### config.mk
export PLATFORM = sky130hd
export DESIGN_NAME = asf_status_flags
export DESIGN_NICKNAME = d
export VERILOG_FILES = /design/src/hdl/asf_pkg.sv /design/src/hdl/asf_status_flags.sv
export SDC_FILE = /design/constraint.sdc
export NUM_CORES = 1
export LEC_CHECK = 0
export BUFFER_PORTS_ARGS = -buffer_cell sky130_fd_sc_hd__buf_2
export CAP_MARGIN = 20
export CORE_UTILIZATION = 51
export DETAILED_ROUTE_END_ITERATION = 10
export GPL_ROUTABILITY_DRIVEN = 0
export PLACE_DENSITY = 0.89
export SYNTH_ARGS = -nofsm -noshare
export SYNTH_HDL_FRONTEND = slang
export SYNTH_SLANG_ARGS = --single-unit
export TNS_END_PERCENT = 1
### constraint.sdc
create_clock -name clock -period 5.5 [get_ports clock]
set_clock_uncertainty 0.15 [all_clocks]
set_input_delay 1.1 -clock clock [delete_from_list [all_inputs] [get_ports clock]]
set_output_delay 1.1 -clock clock [all_outputs]
set_load 0.01 [all_outputs]
### src/hdl/asf_pkg.sv
package asf_pkg;
	// flag register layout
	localparam logic [11:0] ASF_FLAG_REG_ADDR = 12'hfd8;
	localparam int ASF_BIT_CARRY = 0;
	localparam int ASF_BIT_DCARRY = 1;
	localparam int ASF_BIT_ZERO = 2;
	localparam int ASF_BIT_OVF = 3;
	localparam int ASF_BIT_NEG = 4;
	localparam logic [7:0] ASF_FLAG_MASK = 8'h1f;
	localparam logic [4:0] ASF_FLAG_RESET = 5'h00;
	localparam int ASF_PC_TEST_BIT = 21;
	localparam logic [21:0] ASF_PC_RESET = 22'h000000;

	// alu operations driven by the core
	typedef enum logic [3:0]
	{
		ASF_OP_NONE = 4'h0,
		ASF_OP_ADD = 4'h1,
		ASF_OP_ADDC = 4'h2,
		ASF_OP_SUB = 4'h3,
		ASF_OP_SUBB = 4'h4,
		ASF_OP_LOGIC = 4'h5,
		ASF_OP_CLEAR = 4'h6,
		ASF_OP_NOFLAG = 4'h7
	} asf_op_t;

	// data memory addressing modes
	typedef enum logic [2:0]
	{
		ASF_AM_INHERENT = 3'h0,
		ASF_AM_LITERAL = 3'h1,
		ASF_AM_DIRECT = 3'h3,
		ASF_AM_INDIRECT = 3'h2,
		ASF_AM_INDEXED = 3'h6
	} asf_amode_t;

	typedef struct packed
	{
		logic negative_flag;
		logic overflow_flag;
		logic zero_flag;
		logic digit_carry_flag;
		logic carry_flag;
	} asf_flags_t;

	typedef struct packed
	{
		asf_flags_t flags;
		logic [21:0] instruction_pointer;
		logic [7:0] result;
	} asf_state_t;
endpackage : asf_pkg

### src/hdl/asf_status_flags.sv
// Behaviour
// RULE1 - flag-writing ops cannot write flag bits
// RULE2 - clearing flag register sets only zero
// RULE3 - bit, swap, move ops keep flags
// RULE4 - carry means no borrow in subtraction
// RULE5 - small variant bits read zero
// RULE6 - pointer bit 21 only in test modes
// RULE7 - program via pointer, data four modes
// RULE8 - mode fixed, or up to three selectable
// RULE9 - indexed offset mode needs extended set
// RULE10 - flags follow result per arithmetic rules
// RULE11 - top three bits zero, low five writable
module asf_status_flags
	import asf_pkg::*;
(
	input wire logic clock,
	input wire logic rst_b,
	input wire logic clockEnable,
	input wire asf_op_t aluOp,
	input wire logic [7:0] operandA,
	input wire logic [7:0] operandB,
	input wire logic writeEnable,
	input wire logic [11:0] writeAddr,
	input wire logic [7:0] writeData,
	input wire logic [7:0] flagOverride,
	input wire logic largePackage,
	input wire logic testMode,
	input wire logic extended_set_select,
	input wire logic pointerLoad,
	input wire logic [21:0] pointerValue,
	input wire logic pointerStep,
	input wire asf_amode_t requestedMode,
	input wire logic [1:0] modeCount,
	output logic [7:0] flagRegRead,
	output logic [7:0] aluResult,
	output logic [21:0] programAddr,
	output asf_amode_t activeMode,
	output logic modeIllegal
);
	asf_state_t state_r;
	asf_state_t state_nxt;
	logic [8:0] sum;
	logic [4:0] lowSum;
	// adder inputs after the subtract inversion
	logic [7:0] bOp;
	logic cin;
	logic flagWrite;

	// adder taps kept as named nets so the flag logic reads like the rules
	logic carryOut;
	logic digitCarryOut;
	logic signedOverflow;
	logic resultZero;
	logic resultNegative;
	logic [7:0] logicResult;
	logic flagsOwnedByAlu;
	logic [21:0] pointerVisible;

	// subtraction adds the inverted operand, so carry reads as not-borrow
	always_comb
	begin
		bOp = operandB;
		cin = 1'b0;
		case (aluOp)
			ASF_OP_ADDC: cin = state_r.flags.carry_flag;
			ASF_OP_SUB:
			begin
				bOp = ~operandB; // [RULE4]
				cin = 1'b1;
			end
			ASF_OP_SUBB:
			begin
				bOp = ~operandB; // [RULE4]
				cin = state_r.flags.carry_flag;
			end
			ASF_OP_ADD: cin = 1'b0;
			default: cin = 1'b0;
		endcase
		sum = {1'b0, operandA} + {1'b0, bOp} + {8'h00, cin};
		// the low nibble is summed again for the digit carry
		lowSum = {1'b0, operandA[3:0]} + {1'b0, bOp[3:0]} + {4'h0, cin};
		// carry out of bit 7 and bit 3; under subtraction a one means no borrow
		carryOut = sum[8]; // [RULE4]
		digitCarryOut = lowSum[4]; // [RULE4]
		// signed overflow: both inputs share a sign that the result lost
		signedOverflow = (operandA[7] == bOp[7]) && (sum[7] != operandA[7]);
		resultZero = (sum[7:0] == 8'h00);
		resultNegative = sum[7];
		logicResult = operandA & operandB;
	end

	assign flagWrite = writeEnable && (writeAddr == ASF_FLAG_REG_ADDR);

	// ops that compute flags own all five bits this cycle; a register write loses
	always_comb
	begin
		case (aluOp)
			ASF_OP_NONE, ASF_OP_NOFLAG: flagsOwnedByAlu = 1'b0; // [RULE3]
			default: flagsOwnedByAlu = 1'b1; // [RULE1]
		endcase
	end

	// one next-state process for flags, result and pointer
	always_comb
	begin
		state_nxt = state_r;
		// plain register write, only while no op owns the flags
		if (flagWrite && !flagsOwnedByAlu) // [RULE1] [RULE3]
		begin
			state_nxt.flags = asf_flags_t'(writeData[4:0] & ASF_FLAG_MASK[4:0]); // [RULE11]
		end

		// hardware wins: under a flag-owning op the flag bits follow the alu, never the write data
		case (aluOp)
			// add and subtract move all five flags
			ASF_OP_ADD, ASF_OP_ADDC, ASF_OP_SUB, ASF_OP_SUBB:
			begin
				state_nxt.result = sum[7:0];
				state_nxt.flags.carry_flag = carryOut; // [RULE10] [RULE1]
				state_nxt.flags.digit_carry_flag = digitCarryOut; // [RULE10]
				state_nxt.flags.zero_flag = resultZero; // [RULE10]
				state_nxt.flags.negative_flag = resultNegative; // [RULE10]
				state_nxt.flags.overflow_flag = signedOverflow; // [RULE10]
			end
			// logic moves zero and negative; carry, digit carry and overflow hold
			ASF_OP_LOGIC:
			begin
				state_nxt.result = logicResult;
				state_nxt.flags.zero_flag = (logicResult == 8'h00); // [RULE1]
				state_nxt.flags.negative_flag = logicResult[7];
			end
			// clearing the flag register still only raises zero
			ASF_OP_CLEAR:
			begin
				state_nxt.result = 8'h00;
				state_nxt.flags.zero_flag = 1'b1; // [RULE2]
			end
			// moves, swaps and bit ops carry data but never touch a flag
			ASF_OP_NOFLAG: state_nxt.result = flagOverride; // [RULE3]
			default: state_nxt.result = state_r.result;
		endcase

		// program memory is reached only through the pointer; load beats step
		if (pointerLoad)
		begin
			state_nxt.instruction_pointer = pointerValue; // [RULE7]
		end
		else if (pointerStep)
		begin
			state_nxt.instruction_pointer = state_r.instruction_pointer + 22'h000001;
		end

		// bit 21 exists only in test mode, so it never survives outside it
		if (!testMode)
		begin
			state_nxt.instruction_pointer[ASF_PC_TEST_BIT] = 1'b0; // [RULE6]
		end

		// the variant strap hides only registers outside this block
		if (!largePackage)
		begin
			state_nxt.result = state_nxt.result; // variant only hides extra registers
		end
	end

	// flags have no defined power-on value; reset picks zero
	// clock enable low freezes every bit of state, flags included
	always_ff @(posedge clock or negedge rst_b)
	begin
		if (!rst_b)
		begin
			state_r <= '{flags: asf_flags_t'(ASF_FLAG_RESET), instruction_pointer: ASF_PC_RESET,
				result: 8'h00};
		end
		else if (clockEnable)
		begin
			state_r <= state_nxt;
		end
	end

	// addressing mode check
	always_comb
	begin
		activeMode = requestedMode;
		modeIllegal = 1'b0;
		case (requestedMode)
			ASF_AM_INHERENT, ASF_AM_LITERAL, ASF_AM_DIRECT, ASF_AM_INDIRECT: modeIllegal = 1'b0; // [RULE7]
			ASF_AM_INDEXED:
			begin
				// without the extended set the offset mode does not exist; fall back to direct
				if (!extended_set_select)
				begin
					activeMode = ASF_AM_DIRECT; // [RULE9]
					modeIllegal = 1'b1;
				end
			end
			// unused codes decode as inherent and are refused
			default:
			begin
				activeMode = ASF_AM_INHERENT;
				modeIllegal = 1'b1;
			end
		endcase

		// an instruction must offer at least one mode
		if (modeCount == 2'h0)
		begin
			modeIllegal = 1'b1; // [RULE8]
		end
	end

	// top three flag bits are not built and always read zero
	assign flagRegRead = {3'h0, state_r.flags}; // [RULE11] [RULE5]
	assign aluResult = state_r.result;

	// mask repeated on the output so a late drop of test mode hides bit 21 at once
	always_comb
	begin
		pointerVisible = state_r.instruction_pointer;
		if (!testMode)
		begin
			pointerVisible[ASF_PC_TEST_BIT] = 1'b0; // [RULE6]
		end
	end
	assign programAddr = pointerVisible;
endmodule : asf_status_flags

==> results.tsv, run 1 <==
stage	metric	value	unit
setup_path	Crit Path Class	in -> reg	
setup_path	largest stage delay on the critical path	0.41	ns
setup_path	Critical Path Source Type	input pin	
drt	met1 WL	3019	microns
floorplanning	die footprint	0.006267	sq mm
floorplanning	Die Ht	79.17	microns
sta	min Tclk post-route	4.292	ns
global_routing	GRT Total Usage	0.2370	
cts	Clock Latency Late Sink	0.29	ns
layout	final cell count without fillers	525	
layout	P&R area growth vs syn	14.67	%
layout	net count reported at finish	546	
global_routing	GR Overflow Total	0	
drt	routed via count	3018	
cts	H-tree depth	2	
yosys	synth unique cells	65	
layout	most common cell after layout, fill and taps aside	buf_2	
placement	hpwl dp	5620	microns
setup_path	CP endpoint	flagRegRead[2]	
layout	commonest non-fill, non-tap cells in the layout	buf_2, o21ai_0, nor2_1	
drt	post-route antenna net violation count	0	
yosys	ys flop type	dfrtp_1	
global_routing	first-pass GRT wire length	11880	microns
setup_path	crit-path cells	buf_2 -> nor2b_1 -> a22oi_1 -> nor2_2 -> xor2_1 -> fa_1 -> inv_1 -> fa_1 -> nand2b_1 -> a21oi_1 -> xor2_1 -> nor4_2 -> a41oi_1 -> o31ai_2	
drt	Post-Route WL	7275	microns
run	maxcap violations	0	
setup_path	Crit. Startpoint	aluOp[1]	
yosys	Syn Std Cell Area	0.003037	sq mm
sta	period utilization	0.7803	
cts	Longest Clk Path Bufs	2	
yosys	Synth Register Bits	35	
yosys	Yosys top cell area share	0.2884	
sta	Hold WS	0.3372	ns
sta	relative slew slack	0.4662	
layout	ratio of cells with drive above 1 in the final layout	0.3223	
global_routing	number of global-route vias before repair	2676	
sta	TNS Setup	0	ns
drt	DR WL/cell	13.86	microns
cts	Hold Buf Count CTS	0	
placement	IO Port Bufs	118	
power	Pleak	1.649	nW
yosys	largest area contributor in the synthesized netlist	dfrtp_1	
layout	post-route cell area	0.003482	sq mm
yosys	ranking of synthesized cells by area	dfrtp_1, buf_4, o21ai_0	
setup_path	Required @ worst endpoint	5.54	ns
sta	hold violation count in the final report	0	
setup_path	r2r endpoint	flagRegRead[2]	
drt	drt initial violations	162	
drt	DRT Pass-1 Iters	4	
drt	post-DR vias/cell	5.749	
yosys	Synth Warn #	0	
floorplanning	io pins	126	
global_routing	largest net degree at the start of global routing	49	
power	Peak VDD IR	0.1063	mV
sta	final setup fails	0	
setup_path	reg-to-reg slack, setup	2.50	ns
yosys	number of synthesized flops with an enable pin	0	
run_status	status	finished clean	
drt	DR top layer	met4	
yosys	Async SR Flop Fraction	1.000	
worst_hold_path	Worst Hold Class	reg -> reg	
floorplanning	Starting Density	0.5415	
drt	DR WL met2	3680	microns
setup_path	Worst EP arrival	4.33	ns
power	power per cell area	261.3	mW/mm^2
sta	Tightest Pin Transition	0.8008	ns
cts	CTS buffer count	5	
cts	clock root buffer	clkbuf_8	
placement	Placed Area	0.003364	sq mm
floorplanning	core area	0.005608	sq mm
setup_path	Crit Path Max Fanout	10	
cts	CTS tree	built	
setup_path	Register-to-Register Path Depth	11	
setup_path	kind of end point of the critical path	flip-flop	
cts	clk sinks	35	
floorplanning	FP Rows	27	
sta	fmax	233.0	MHz
setup_path	R2R Path Start	flagRegRead[0]	
layout	Fillers	498	
layout	diode count	0	
yosys	cells after synthesis	378	
yosys	average size of a mapped cell	8.033	sq um
yosys	sequential area share after synthesis	0.2884	
setup_path	Max stage delay cell, worst path	nor2_2	
drt	# DRC	0	
sta	Slew Limit Fails	0	
cts	Resized cells post-CTS	0	
cts	Worst-path clk slew	0.07	ns
sta	RSZ-0062 raised after global routing	no	
cts	post-CTS setup buffers	0	
floorplanning	Die W	79.17	microns
drt	DR WL met3	472	microns
placement	placed instance count	517	
power	total power	0.9097	mW
global_routing	initial antenna violation count	0	
-- power breakdown --
| group | total (mW) | internal, mW | switching (mW) | leakage (nW) |
|---|---|---|---|---|
| combinational | 0.312 | 0.143 | 0.170 | 1.17 |
| clock | 0.243 | 0.147 | 0.0966 | 0.0612 |
| sequential | 0.354 | 0.308 | 0.0467 | 0.416 |
-- cell families after synthesis --
family / share of synthesized area
flip-flops: 0.2884
multiplexers: 0.03008
AND/OR/NAND/NOR: 0.2151
AO/OA/AOI/OAI: 0.2435
XOR/XNOR: 0.04326
buffers and inverters: 0.1323
adder cells (fa/ha/maj): 0.04615
other: 0.001235
-- sequential cells by signal (all words and copies together), names as in the netlist --
signal / cells
aluResult: 8
programAddr: 21
state_r: 1
flagRegRead: 5
-- worst min-delay path by stage --
stage	start	end	slack, ns	cells after the start
4_1_cts	aluResult[7]	aluResult[7]	0.34	1
2_1_floorplan	flagRegRead[2]	flagRegRead[2]	0.31	2
3_3_place_gp	flagRegRead[2]	flagRegRead[2]	0.32	2
6_report	aluResult[7]	aluResult[7]	0.34	1
3_5_place_dp	aluResult[7]	aluResult[7]	0.33	1
5_1_grt	aluResult[7]	aluResult[7]	0.37	1
-- critical path: cells and delay by family --
kind                     cells  cell delay [ns]
AND/OR/NAND/NOR              4             1.12
adder cells (fa/ha/maj)      2             0.64
AO/OA/AOI/OAI                4             0.81
buffers and inverters        2             0.27
XOR/XNOR                     2             0.39
-- metrics by stage --
stage / util / setup slack (ns)
CTS: 0.6209 / 1.201
global route: 0.6209 / 0.9760
floorplan: - / 1.532
detailed placement: 0.6000 / 0.9672
global placement: 0.6000 / 1.142
finish: 0.6209 / 1.208
-- area by class of cell --
type | count | area (sq um) | share of cell area
clock buffer | 6 | 82.58 | 0.02372
clock inverter | 2 | 35.03 | 0.01006
inverter | 7 | 26.28 | 0.007546
multi-input combinational | 283 | 1767 | 0.5074
sequential | 35 | 875.8 | 0.2515
tap | 72 | 90.09 | 0.02587
timing repair buffer | 120 | 605.6 | 0.1739
-- synth_stat cells (2+ instances only) --
| cell | instances |
|---|---|
| a21oi_1 | 35 |
| a221oi_1 | 4 |
| a22oi_1 | 4 |
| a2bb2oi_1 | 4 |
| a31o_2 | 2 |
| a31oi_1 | 3 |
| a32oi_1 | 2 |
| a41oi_1 | 2 |
| and3_1 | 9 |
| and4_1 | 3 |
| buf_1 | 2 |
| buf_2 | 3 |
| buf_4 | 38 |
| buf_6 | 3 |
| clkbuf_1 | 9 |
| dfrtp_1 | 35 |
| fa_1 | 2 |
| ha_1 | 8 |
| inv_1 | 7 |
| mux2_2 | 5 |
| mux2i_1 | 2 |
| nand2_1 | 30 |
| nand3_1 | 11 |
| nand4_1 | 3 |
| nor2_1 | 39 |
| nor2b_1 | 5 |
| nor3_1 | 6 |
| nor3b_1 | 2 |
| nor4_1 | 3 |
| o21a_1 | 3 |
| o21ai_0 | 40 |
| o22ai_1 | 6 |
| o2bb2ai_1 | 3 |
| xor2_1 | 14 |
-- per-layer routing --
metal,vias up,GRT usage
met5,-,0
met4,0,0.06909
met1,1408,0.2926
met2,134,0.4198
met3,10,0.04023
li1,1466,-
No activity file was read; power rests on OpenSTA's default activity.
==> run 2, diff against run 1 <==
--- a/config.mk
+++ b/config.mk
@@ -7,10 +7,10 @@
 export LEC_CHECK = 0
 export BUFFER_PORTS_ARGS = -buffer_cell sky130_fd_sc_hd__buf_2
 export CAP_MARGIN = 20
-export CORE_UTILIZATION = 51
+export CORE_UTILIZATION = 49
 export DETAILED_ROUTE_END_ITERATION = 10
 export GPL_ROUTABILITY_DRIVEN = 0
-export PLACE_DENSITY = 0.89
+export PLACE_DENSITY = 0.86
 export SYNTH_ARGS = -nofsm -noshare
 export SYNTH_HDL_FRONTEND = slang
 export SYNTH_SLANG_ARGS = --single-unit
==> constraint.sdc (replaced) <==
create_clock -name clock -period 4.2 [get_ports clock]
set_clock_uncertainty 0.15 [all_clocks]
set_input_delay 0.84 -clock clock [delete_from_list [all_inputs] [get_ports clock]]
set_output_delay 0.84 -clock clock [all_outputs]
set_load 0.01 [all_outputs]
==> run 2 against run 1 <==
  * Design area grew 0.18%
  * Sequential power is 31% higher
  * Cell count is 0.76% higher
  * Setup slack lost 0.65 ns
  * Core utilization is 3.5 points lower
  * Flip-flop and latch count did not move
  * Via count rose by 1.1%
  * Register-to-register slack got worse by 1.3 ns
==> results.tsv, run 2 (synthesis results as in run 1) <==
stage	metric	value	unit
layout	max FFs per register	21	
cts	CTS tree	built	
sta	TNS Setup	0	ns
setup_path	kind of end point of the critical path	flip-flop	
sta	Final Worst Setup Slack	0.5572	ns
cts	Worst-path clk slew	0.07	ns
sta	period utilization	0.8673	
cts	post-CTS setup buffers	0	
cts	clock root buffer	clkbuf_8	
cts	Hold Buf Count CTS	0	
setup_path	Required @ worst endpoint	4.24	ns
setup_path	crit-path cells	buf_2 -> nor2b_1 -> a22oi_1 -> nor2_2 -> xor2_1 -> fa_1 -> inv_1 -> fa_1 -> nand2b_1 -> a21oi_1 -> xor2_1 -> nor4_2 -> a41oi_1 -> o31ai_2	
layout	Fillers	562	
drt	post-route antenna net violation count	0	
sta	Tightest Pin Transition	0.8116	ns
setup_path	Crit Path Max Fanout	10	
global_routing	GR Overflow Total	0	
cts	Longest Clk Path Bufs	2	
power	power per cell area	337.0	mW/mm^2
cts	H-tree depth	2	
power	Pleak	1.651	nW
cts	CTS buffer count	5	
cts	Resized cells post-CTS	0	
layout	net count reported at finish	547	
power	Net Switching	0.4095	mW
power	Peak VDD IR	0.1631	mV
layout	most common cell after layout, fill and taps aside	buf_2	
drt	drt initial violations	86	
global_routing	largest net degree at the start of global routing	49	
drt	Post-Route WL	7267	microns
run_status	status	finished clean	
layout	ratio of cells with drive above 1 in the final layout	0.3238	
sta	final setup fails	0	
floorplanning	die footprint	0.006516	sq mm
global_routing	initial antenna violation count	0	
floorplanning	FP Rows	28	
sta	Slew Limit Fails	0	
setup_path	Critical Path Source Type	input pin	
setup_path	Worst EP arrival	3.68	ns
placement	pre-CTS setup slack	0.2939	ns
power	Logic pwr share	0.347	
power	Clock Power Share	0.258	
floorplanning	core area	0.005956	sq mm
global_routing	first-pass GRT wire length	11910	microns
power	Net Sw Frac	0.3483	
power	Internal	0.7661	mW
setup_path	largest stage delay on the critical path	0.39	ns
placement	hpwl dp	5675	microns
sta	hold violation count in the final report	0	
cts	Clock Latency Late Sink	0.28	ns
drt	DRT Pass-1 Iters	5	
global_routing	number of global-route vias before repair	2773	
setup_path	Worst Path Buf+Inv	2	
drt	routed via count	3050	
global_routing	GRT Total Usage	0.2310	
drt	# DRC	0	
layout	commonest non-fill, non-tap cells in the layout	buf_2, o21ai_0, nor2_1	
floorplanning	Die Ht	80.72	microns
sta	RSZ-0062 raised after global routing	no	
sta	min Tclk post-route	3.643	ns
floorplanning	io pins	126	
sta	relative slew slack	0.4590	
sta	fmax	274.5	MHz
setup_path	Max stage delay cell, worst path	fa_1	
setup_path	top cell family by delay on the critical path	simple AND/OR/NAND/NOR gates	
drt	post-DR vias/cell	5.766	
layout	P&R area growth vs syn	14.87	%
drt	DR WL/cell	13.74	microns
floorplanning	Die W	80.72	microns
layout	diode count	0	
cts	clk sinks	35	
setup_path	Crit Path Class	in -> reg	
placement	IO Port Bufs	118	
run	maxcap violations	0	
power	Reg power frac	0.395	
floorplanning	Starting Density	0.5099	
worst_hold_path	Worst Hold Class	reg -> reg	
run 2: per-stage QoR:
| stage | utilization | hold WS [ns] | power (mW) | cells | area [sq um] |
|---|---|---|---|---|---|
| final | 0.5857 | 0.3369 | 1.176 | 529 | 3488 |
| after global routing | 0.5857 | 0.3665 | 1.263 | 529 | 3488 |
| after CTS | 0.5857 | 0.3451 | 1.187 | 529 | 3488 |
| after detailed placement | 0.5668 | 0.3291 | 0.8795 | 521 | 3376 |
| after global placement | 0.5668 | 0.3217 | 0.8648 | 521 | 3376 |
| after floorplan | - | 0.3086 | 0.8054 | 380 | 3044 |
run 2: routing by layer:
layer  routed length (microns)  track usage  up-vias
met5                         0            0        -
met1                      2913       0.2742     1395
li1                          -            -     1478
met4                       148      0.09107        0
met2                      3609       0.4051      163
met3                       595      0.04773       14
run 2: power groups by stage:
stage / sequential [mW] / combinational (mW) / clock [mW]
detailed placement: 0.471 / 0.408 / 0
CTS: 0.464 / 0.410 / 0.313
global route: 0.477 / 0.460 / 0.327
floorplan: 0.453 / 0.352 / 0
global placement: 0.467 / 0.398 / 0
finish: 0.465 / 0.408 / 0.303
run 2: path summary, 6_finish.rpt:
path                                 from              end  slack (ns)  cells past startpoint
setup / recovery                 aluOp[1]   flagRegRead[2]        0.56                     14
hold / removal               aluResult[7]     aluResult[7]        0.34                      1
setup reg to reg           flagRegRead[0]   flagRegRead[2]        1.20                     11
hold reg to reg              aluResult[7]     aluResult[7]        0.34                      1
max in group asynchronous           rst_b   flagRegRead[0]        2.89                      1
min in group asynchronous           rst_b  programAddr[19]        0.49                      1
run 2: worst register-to-register path, cell delays in order, from the launching register on:
cell      delay (ns)
dfrtp_1         0.39
o21ai_0         0.09
a21oi_1         0.29
fa_1            0.27
inv_1           0.06
fa_1            0.39
nand2b_1        0.18
a21oi_1         0.27
xor2_1          0.15
nor4_2          0.29
a41oi_1         0.20
o31ai_2         0.20
run 2: final cells by class:
cell class | count | area, sq um | share of cell area
multi-input cells | 283 | 1767 | 0.5065
clock buffers | 5 | 68.82 | 0.01973
clock inverters | 3 | 43.79 | 0.01255
flip-flops and latches | 35 | 875.8 | 0.2511
repair buffers | 121 | 613.1 | 0.1758
well taps | 75 | 93.84 | 0.02690
inverters | 7 | 26.28 | 0.007532
